===== src/afe_ctrl_params.svh =====
`ifndef AFE_CTRL_PARAMS_SVH
`define AFE_CTRL_PARAMS_SVH

// Byte addresses of the APB registers.
`define ADDR_STATUS       12'h000
`define ADDR_CELL_CONTROL_REG     12'h004
`define ADDR_BALANCE_CONTROL_REG      12'h008
`define ADDR_CONFIG       12'h00C
`define ADDR_POWER_CONTROL_REG    12'h010
`define ADDR_IRQ_STATUS   12'h014
`define ADDR_IRQ_MASK     12'h018

// Config register fields.
`define CFG_GAIN_BIT      0
`define CFG_SENSE_BIT     2
`define CFG_POL_BIT       3
`define CFG_THR_LSB       4
`define CFG_THR_W         4

// Cell control fields.
`define CELL_SEL_LSB      0
`define CELL_SEL_W        3
`define CELL_OSEL_LSB     4
`define CELL_OSEL_W       2
`define OSEL_TEMP         2'h1
`define CELL_IDX_TEMP     3'h6

// Status register fields.
`define STATUS_ALERT_BIT  2

// Power control fields.
`define PWR_TB_BIT        2

// Interrupt status bits.
`define IRQ_RISE_BIT      0
`define IRQ_FALL_BIT      1

`define BAL_W             6
`define GAIN_LOW          4'h4
`define GAIN_HIGH         4'h8
`define ZERO_LEVEL_NUM    2'h3
`define ZERO_LEVEL_DEN    3'h4
`define THR_MIN_MV        25
`define THR_MAX_MV        400

`endif


===== src/afe_ctrl_pkg.sv =====
package afe_ctrl_pkg;
    typedef enum logic {
        SENSE_NEG,
        SENSE_POS
    } sense_sel_e;

    typedef struct packed {
        logic [5:0] balanceCtl;
        logic [7:0] cfgReg;
        logic [5:0] cellCtl;
        logic [7:0] powerCtl;
        logic [1:0] irqStatus;
        logic [1:0] irqMask;
        logic       alertSync1;
        logic       alertSync2;
        logic       alertPrev;
        logic [31:0] prdata;
    } regs_s;
endpackage


===== src/afe_current_temp_balance_control.sv =====
`timescale 1ns/1ps
`default_nettype none
`include "afe_ctrl_params.svh"

module afe_current_temp_balance_control
    import afe_ctrl_pkg::*;
#(
    parameter int BAL_WIDTH = `BAL_W
) (
    input  wire logic                 clk_sys,
    input  wire logic                 rst_b,
    input  wire logic                 psel,
    input  wire logic                 penable,
    input  wire logic                 pwrite,
    input  wire logic [11:0]          paddr,
    input  wire logic [31:0]          pwdata,
    output logic      [31:0]          prdata,
    output logic                      pready,
    output logic                      pslverr,
    input  wire logic                 overcurrentTrip,
    output logic                      senseSelect,
    output logic [3:0]                ampGain,
    output logic [1:0]                zeroLevelNum,
    output logic [2:0]                zeroLevelDen,
    output logic                      ampInverting,
    output logic [`CFG_THR_W-1:0]     overcurrentThreshold,
    output logic                      comparatorPolarity,
    output logic                      alertOut,
    output logic                      alertOe_b,
    input  wire logic                 alertIn,
    output logic                      thermistorBiasEnable,
    output logic [`CELL_OSEL_W-1:0]   cellOutputSelect,
    output logic [`CELL_SEL_W-1:0]    cellIndex,
    output logic                      tempToCellOut,
    output logic [BAL_WIDTH-1:0]      balanceSwitchOn,
    output logic                      irq
);
    // Reset leaves the alert synchroniser at the pulled-up idle level of the pin.
    // Starting it low would report a false rising edge on the first clocks after reset.
    localparam regs_s RESET_STATE = '{
        balanceCtl: 6'h00,
        cfgReg:     8'h00,
        cellCtl:    6'h00,
        powerCtl:   8'h00,
        irqStatus:  2'h0,
        irqMask:    2'h0,
        alertSync1: 1'b1,
        alertSync2: 1'b1,
        alertPrev:  1'b1,
        prdata:     32'h00000000
    };

    regs_s        r;
    regs_s        rNxt;
    logic         known;
    logic         writable;
    logic         setupPhase;
    logic         accessPhase;
    logic         wrEn;
    logic         rdEn;
    logic         alertLevel;
    logic [1:0]   alertEvents;
    logic [31:0]  readWord;

    // True for every address that holds a register, read-only ones included.
    function automatic logic isMapped(input logic [11:0] a);
        logic hit;
        hit = 1'b0;
        case (a)
            `ADDR_STATUS: begin
                hit = 1'b1;
            end
            `ADDR_CELL_CONTROL_REG: begin
                hit = 1'b1;
            end
            `ADDR_BALANCE_CONTROL_REG: begin
                hit = 1'b1;
            end
            `ADDR_CONFIG: begin
                hit = 1'b1;
            end
            `ADDR_POWER_CONTROL_REG: begin
                hit = 1'b1;
            end
            `ADDR_IRQ_STATUS: begin
                hit = 1'b1;
            end
            `ADDR_IRQ_MASK: begin
                hit = 1'b1;
            end
            default: begin
                hit = 1'b0;
            end
        endcase
        return hit;
    endfunction

    // True for the registers software may change; status is read only.
    function automatic logic isWritable(input logic [11:0] a);
        logic hit;
        hit = 1'b0;
        case (a)
            `ADDR_CELL_CONTROL_REG: begin
                hit = 1'b1;
            end
            `ADDR_BALANCE_CONTROL_REG: begin
                hit = 1'b1;
            end
            `ADDR_CONFIG: begin
                hit = 1'b1;
            end
            `ADDR_POWER_CONTROL_REG: begin
                hit = 1'b1;
            end
            `ADDR_IRQ_STATUS: begin
                hit = 1'b1;
            end
            `ADDR_IRQ_MASK: begin
                hit = 1'b1;
            end
            default: begin
                hit = 1'b0;
            end
        endcase
        return hit;
    endfunction

    function automatic logic [31:0] readSelect(
        input logic [11:0] a,
        input regs_s       s,
        input logic        alert
    );
        logic [31:0] word;
        word = 32'h00000000;
        case (a)
            `ADDR_STATUS: begin
                word[`STATUS_ALERT_BIT] = alert;
            end
            `ADDR_CELL_CONTROL_REG: begin
                word[5:0] = s.cellCtl;
            end
            `ADDR_BALANCE_CONTROL_REG: begin
                word[5:0] = s.balanceCtl;
            end
            `ADDR_CONFIG: begin
                word[7:0] = s.cfgReg;
            end
            `ADDR_POWER_CONTROL_REG: begin
                word[7:0] = s.powerCtl;
            end
            `ADDR_IRQ_STATUS: begin
                word[1:0] = s.irqStatus;
            end
            `ADDR_IRQ_MASK: begin
                word[1:0] = s.irqMask;
            end
            default: begin
                word = 32'h00000000;
            end
        endcase
        return word;
    endfunction

    function automatic logic [1:0] edgeEvents(
        input logic level,
        input logic prev
    );
        logic [1:0] ev;
        ev = 2'h0;
        ev[`IRQ_RISE_BIT] = level && !prev;
        ev[`IRQ_FALL_BIT] = !level && prev;
        return ev;
    endfunction

    // Write one to clear: bits written as zero are left alone.
    function automatic logic [1:0] clearOnWrite(
        input logic [1:0] status,
        input logic [1:0] ones
    );
        logic [1:0] kept;
        kept = status & ~ones;
        return kept;
    endfunction

    function automatic logic pendingIrq(
        input logic [1:0] status,
        input logic [1:0] mask
    );
        logic any;
        any = |(status & mask);
        return any;
    endfunction

    function automatic logic [3:0] gainFor(input logic highGain);
        logic [3:0] g;
        if (highGain) begin
            g = `GAIN_HIGH;
        end else begin
            g = `GAIN_LOW;
        end
        return g;
    endfunction

    function automatic sense_sel_e pinFor(input logic positive);
        sense_sel_e p;
        if (positive) begin
            p = SENSE_POS;
        end else begin
            p = SENSE_NEG;
        end
        return p;
    endfunction

    function automatic logic [`CFG_THR_W-1:0] thresholdOf(input logic [7:0] cfg);
        logic [`CFG_THR_W-1:0] f;
        f = cfg[`CFG_THR_LSB +: `CFG_THR_W];
        return f;
    endfunction

    function automatic logic [`CELL_OSEL_W-1:0] cellOsel(input logic [5:0] ctl);
        logic [`CELL_OSEL_W-1:0] f;
        f = ctl[`CELL_OSEL_LSB +: `CELL_OSEL_W];
        return f;
    endfunction

    function automatic logic [`CELL_SEL_W-1:0] cellIdx(input logic [5:0] ctl);
        logic [`CELL_SEL_W-1:0] f;
        f = ctl[`CELL_SEL_LSB +: `CELL_SEL_W];
        return f;
    endfunction

    function automatic logic isTempSelect(
        input logic [`CELL_OSEL_W-1:0] osel,
        input logic [`CELL_SEL_W-1:0]  idx
    );
        logic hit;
        hit = (osel == `OSEL_TEMP) && (idx == `CELL_IDX_TEMP);
        return hit;
    endfunction

    assign known       = isMapped(paddr);
    assign writable    = isWritable(paddr);
    assign setupPhase  = psel && !penable;
    assign accessPhase = psel && penable;
    assign wrEn        = accessPhase && pwrite && writable;
    assign rdEn        = setupPhase && !pwrite;
    assign alertLevel  = r.alertSync2;
    assign alertEvents = edgeEvents(r.alertSync2, r.alertPrev);
    assign readWord    = readSelect(paddr, r, alertLevel);

    always_comb begin
        rNxt = r;
        // Only the second flop feeds logic; the first may still be settling.
        rNxt.alertSync1 = alertIn;
        rNxt.alertSync2 = r.alertSync1;
        rNxt.alertPrev  = r.alertSync2;
        if (wrEn) begin
            case (paddr)
                `ADDR_CELL_CONTROL_REG: begin
                    rNxt.cellCtl = pwdata[5:0];
                end
                `ADDR_BALANCE_CONTROL_REG: begin
                    rNxt.balanceCtl = pwdata[5:0];
                end
                `ADDR_CONFIG: begin
                    rNxt.cfgReg = pwdata[7:0];
                end
                `ADDR_POWER_CONTROL_REG: begin
                    rNxt.powerCtl = pwdata[7:0];
                end
                `ADDR_IRQ_STATUS: begin
                    rNxt.irqStatus = clearOnWrite(r.irqStatus, pwdata[1:0]);
                end
                `ADDR_IRQ_MASK: begin
                    rNxt.irqMask = pwdata[1:0];
                end
                default: begin
                    rNxt.irqMask = r.irqMask;
                end
            endcase
        end
        // Set after clear, so an event in the cycle of its own clear is not lost.
        rNxt.irqStatus = rNxt.irqStatus | alertEvents;
        // Read data is loaded in the setup cycle, so it stands through the access cycle.
        if (rdEn) begin
            rNxt.prdata = readWord;
        end
    end

    always_ff @(posedge clk_sys or negedge rst_b) begin
        if (!rst_b) begin
            r <= RESET_STATE;
        end else begin
            r <= rNxt;
        end
    end

    // No wait states: every transfer completes in its first access cycle.
    assign prdata  = r.prdata;
    assign pready  = 1'b1;
    assign pslverr = accessPhase && !known;

    assign senseSelect  = pinFor(r.cfgReg[`CFG_SENSE_BIT]);
    assign ampGain      = gainFor(r.cfgReg[`CFG_GAIN_BIT]);
    assign zeroLevelNum = `ZERO_LEVEL_NUM;
    assign zeroLevelDen = `ZERO_LEVEL_DEN;
    assign ampInverting = 1'b1;

    // Code 0 is the lowest trip level, full scale the highest; the analog side maps the steps.
    assign overcurrentThreshold = thresholdOf(r.cfgReg);
    assign comparatorPolarity   = r.cfgReg[`CFG_POL_BIT];

    // Open drain: the pin is only ever pulled low, and only while the comparator trips.
    // The trip is passed straight through so the alert reaches the host without delay.
    assign alertOut  = 1'b0;
    assign alertOe_b = !overcurrentTrip;

    assign thermistorBiasEnable = r.powerCtl[`PWR_TB_BIT];
    assign cellOutputSelect     = cellOsel(r.cellCtl);
    assign cellIndex            = cellIdx(r.cellCtl);
    assign tempToCellOut        = isTempSelect(cellOutputSelect, cellIndex);
    assign irq                  = pendingIrq(r.irqStatus, r.irqMask);

    // The interlock is combinational on the register, so it follows every write at once.
    balance_interlock #(
        .WIDTH (BAL_WIDTH)
    ) u_interlock (
        .request  (r.balanceCtl[BAL_WIDTH-1:0]),
        .switchOn (balanceSwitchOn)
    );
endmodule

`default_nettype wire


===== src/balance_interlock.sv =====
`timescale 1ns/1ps
`default_nettype none
`include "afe_ctrl_params.svh"

// Clears every requested balance switch that has a requested neighbour.
module balance_interlock #(
    parameter int WIDTH = `BAL_W
) (
    input  wire logic [WIDTH-1:0] request,
    output logic      [WIDTH-1:0] switchOn
);
    always_comb begin
        for (int i = 0; i < WIDTH; i++) begin
            switchOn[i] = request[i]
                & !(i > 0 && request[(i > 0) ? i - 1 : 0])
                & !(i < WIDTH - 1 && request[(i < WIDTH - 1) ? i + 1 : i]);
        end
    end
endmodule

`default_nettype wire


===== config.mk =====
export PLATFORM = sky130hd
export DESIGN_NAME = afe_current_temp_balance_control
export DESIGN_NICKNAME = d
export VERILOG_FILES = /design/src/afe_ctrl_pkg.sv /design/src/afe_current_temp_balance_control.sv /design/src/balance_interlock.sv
export VERILOG_INCLUDE_DIRS = /design/src
export SDC_FILE = /design/constraint.sdc
export NUM_CORES = 1
export LEC_CHECK = 0
export BUFFER_PORTS_ARGS = -buffer_cell sky130_fd_sc_hd__buf_2
export CAP_MARGIN = 10
export CORE_ASPECT_RATIO = 1.75
export CORE_MARGIN = 8
export CORE_UTILIZATION = 30
export CTS_BUF_LIST = sky130_fd_sc_hd__clkbuf_16
export DETAILED_ROUTE_END_ITERATION = 7
export GPL_TIMING_DRIVEN = 0
export HOLD_SLACK_MARGIN = 0.08
export PLACE_DENSITY = 0.68
export SKIP_CTS_REPAIR_TIMING = 1
export SYNTH_ARGS = -nofsm -noshare
export SYNTH_HDL_FRONTEND = slang
export SYNTH_SLANG_ARGS = --single-unit

===== constraint.sdc =====
create_clock -name clk_sys -period 1.4 [get_ports clk_sys]
set_clock_uncertainty 0.05 [all_clocks]
set_input_delay 0.07 -clock clk_sys [delete_from_list [all_inputs] [get_ports clk_sys]]
set_output_delay 0.07 -clock clk_sys [all_outputs]
set_load 0.01 [all_outputs]

==> run metrics <==
critical path endpoint category flop; MaxCap Viol Count 0; first-pass GRT wire length 9673 um; Die Ht 135.5 um; period utilization 119.7%; largest net degree at the start of global routing 44; fill count 778; DR DRC count 0; total negative slack -6.274 ns; Inst Count DP 393; clock sinks 43; Static Leak 1.770 nW; vias per cell 4.443; WL/cell 14.81 um; Tightest Pin Transition 0.9329 ns; area grow syn2layout 33.84%; number of detailed-route iterations in the first pass 4; Post-DP Area 2960 um^2; RR Endpoint prdata[0]; Mapped Area 2447 um^2; initial antenna violation count 0; worst hold path class primary input to flop; worst hold margin 0.05939 ns; Max VDD drop 0.0007827 V; post-synth cell types 39; share of cells above drive strength 1 52.34%; clk slew on worst S/H paths 0.06 ns; CTS root buf clkbuf_16; Final Non-Filler Cells 411; Die Wd 84.28 um; grt total ovfl 0; Final ANT Viol Nets 0; Crit Path Max Fanout 8; CP startpoint kind primary input; # IOs 117; vias in the first global route 1885; total number of vias 1826; post-synthesis sequential area ratio 44.12%; failing checks negative setup slack; Mapped Cells 215; CP endpoint overcurrentThreshold[1]; #FFs+latches synth 43; CP max stage cell or4_4; Pins Over Slew Limit 0; CP Depth 5; FF-to-FF path depth 4; WP data arrival 1.79 ns; critical path class primary input to flop; Yosys top cell by area dfrtp_1; crit path from paddr[10]; status finished with violations; dpl hpwl 4932 um; area share of the largest cell type after synthesis 40.90%; synth top area cells dfrtp_1 (41%), buf_4 (16%), mux2_2 (14%); WP data required 1.52 ns; register-to-register setup slack -0.05 ns; worst skew pair latency 0.29 ns; H-tree depth reported by CTS 2; max incr delay on CP 0.59 ns; CTS max path bufs 2; Final setup viols 39; crit path cell chain buf_6 -> or4_4 -> nor4_4 -> nand4_4 -> mux2_4; final core utilization 41.42%; core area 7909 um^2; DIE AREA 11420 um^2; Rows 43; post-synthesis area per instance 11.38 um^2; Finished Cell Area 3276 um^2; Starting Density 30.94%; Top delay family on crit path simple AND/OR/NAND/NOR gates; final WL 6088 um; Placer Congestion 0.8795; Rel. slew slack 37.81%; final worst slack -0.2753 ns; Antenna Cells 0; Iter 0 DRT Violations 63; GRT Util Overall 10.72%; Pwr per Cell Area 896.2 nW/um^2; post-route minimum period 1.675 ns; R2R Path Start r[37]; crit path buf inv count 1; CTS tree built; Final Hold Fails 0; synth warn 0; cts bufs inserted 5; buffers added on ports 56; number of nets in the layout 371; Fmax achieved 596.9 MHz; RSZ-0062 raised after global routing true
## worst reg2reg max path: stages, from the launching register on
cell and delay, ns:
dfrtp_1 0.40, mux2_2 0.27, a221o_1 0.29, a32oi_1 0.21, a21oi_1 0.10
## area by class of cell
| cell class | instances | area [um^2] | area share (%) |
|---|---|---|---|
| inverters | 5 | 18.77 | 0.5730 |
| clock buffers | 5 | 125.1 | 3.820 |
| plain buffers | 56 | 407.9 | 12.45 |
| repair buffers | 66 | 381.6 | 11.65 |
| multi-input cells | 143 | 1106 | 33.77 |
| well taps | 90 | 112.6 | 3.438 |
| flip-flops and latches | 43 | 1080 | 32.96 |
| clock inverters | 3 | 43.79 | 1.337 |
## worst min-delay path by stage
| stage | start | slack (ns) | cells after the start | end |
|---|---|---|---|---|
| global placement | alertIn | 0.13 | 1 | r[34] |
| CTS | alertIn | -0.18 | 1 | r[34] |
| detailed placement | alertIn | 0.13 | 1 | r[34] |
| finish | pwdata[0] | 0.06 | 2 | r[35] |
| global route | pwdata[0] | 0.08 | 2 | r[35] |
| floorplan | rst_b | -0.28 | 0 | cellIndex[0] |
## registers in the layout, indices dropped and copies added, names as in the netlist
register	count
alertLevel	1
cellIndex	3
cellOutputSelect	2
comparatorPolarity	1
overcurrentThreshold	4
prdata	8
r	23
thermistorBiasEnable	1
## cell usage after synthesis
cell	number
buf_4	52
dfrtp_1	40
mux2_2	31
nor2_1	9
nand2_1	6
nand3_1	6
inv_1	5
nor2b_1	5
nor3b_1	5
a21oi_1	4
a22oi_1	4
mux2i_1	4
o2bb2ai_1	4
a221oi_1	3
dfstp_2	3
o21ai_0	3
a221o_1	2
a22o_1	2
buf_2	2
conb_1	2
nand2_2	2
nand4_1	2
nor4_4	2
or4_4	2
a31o_2	1
a32oi_1	1
and2_1	1
and3_1	1
buf_1	1
clkbuf_1	1
mux4_2	1
nand3b_1	1
nand3b_2	1
nand4_4	1
nand4b_1	1
nor3_1	1
nor4_1	1
nor4b_2	1
o211ai_1	1
## layout by cell type (no fill, tap or decap), types with 2 or more instances in the layout
cell type / count
conb_1: 34
mux2i_1: 4
nor2b_1: 5
a22o_1: 2
a221o_1: 2
dlygate4sd3_1: 8
clkbuf_16: 5
buf_4: 54
nor2_1: 9
nor4_4: 2
inv_1: 5
nor3b_1: 5
o21ai_0: 3
nand4_1: 2
or4_4: 2
mux2_2: 28
buf_2: 57
dfrtp_1: 40
a221oi_1: 3
a21oi_1: 4
dfstp_2: 3
nand2_2: 2
o2bb2ai_1: 4
nand2_1: 6
nand3_1: 6
mux2_4: 3
a22oi_1: 4
## cells by family after synthesis
family / share of synthesized area (%)
compound gates: 7.720
buf+inv: 17.43
flops: 44.12
mux: 16.82
other cells: 0.3069
simple gates: 13.60
## routing by layer
metal / part of all wire (%) / vias up / wire (um) / track usage, %
met5: 0 / - / 0 / 0
met4: 2.7 / 0 / 165 / 5.792
met3: 10 / 8 / 607 / 4.880
met2: 51 / 79 / 3100 / 18.26
met1: 36 / 846 / 2215 / 10.56
li1: - / 893 / - / -
## power breakdown
part | internal (W) | switching (W) | total (W)
clock | 0.000840 | 0.000465 | 0.00131
combinational | 0.000167 | 0.000187 | 0.000354
sequential | 0.00127 | 0.0000111 | 0.00128
total | 0.00227 | 0.000664 | 0.00294
## stage by stage
step           total power (W)  worst slack (ns)
4_1_cts               0.002943           -0.4937
6_report              0.002936           -0.2753
3_3_place_gp          0.001619           -0.5996
3_5_place_dp          0.001626           -0.6694
2_1_floorplan         0.001510           -0.3433
5_1_grt               0.003052           -0.3314
Power figures use the tool's default switching activity.
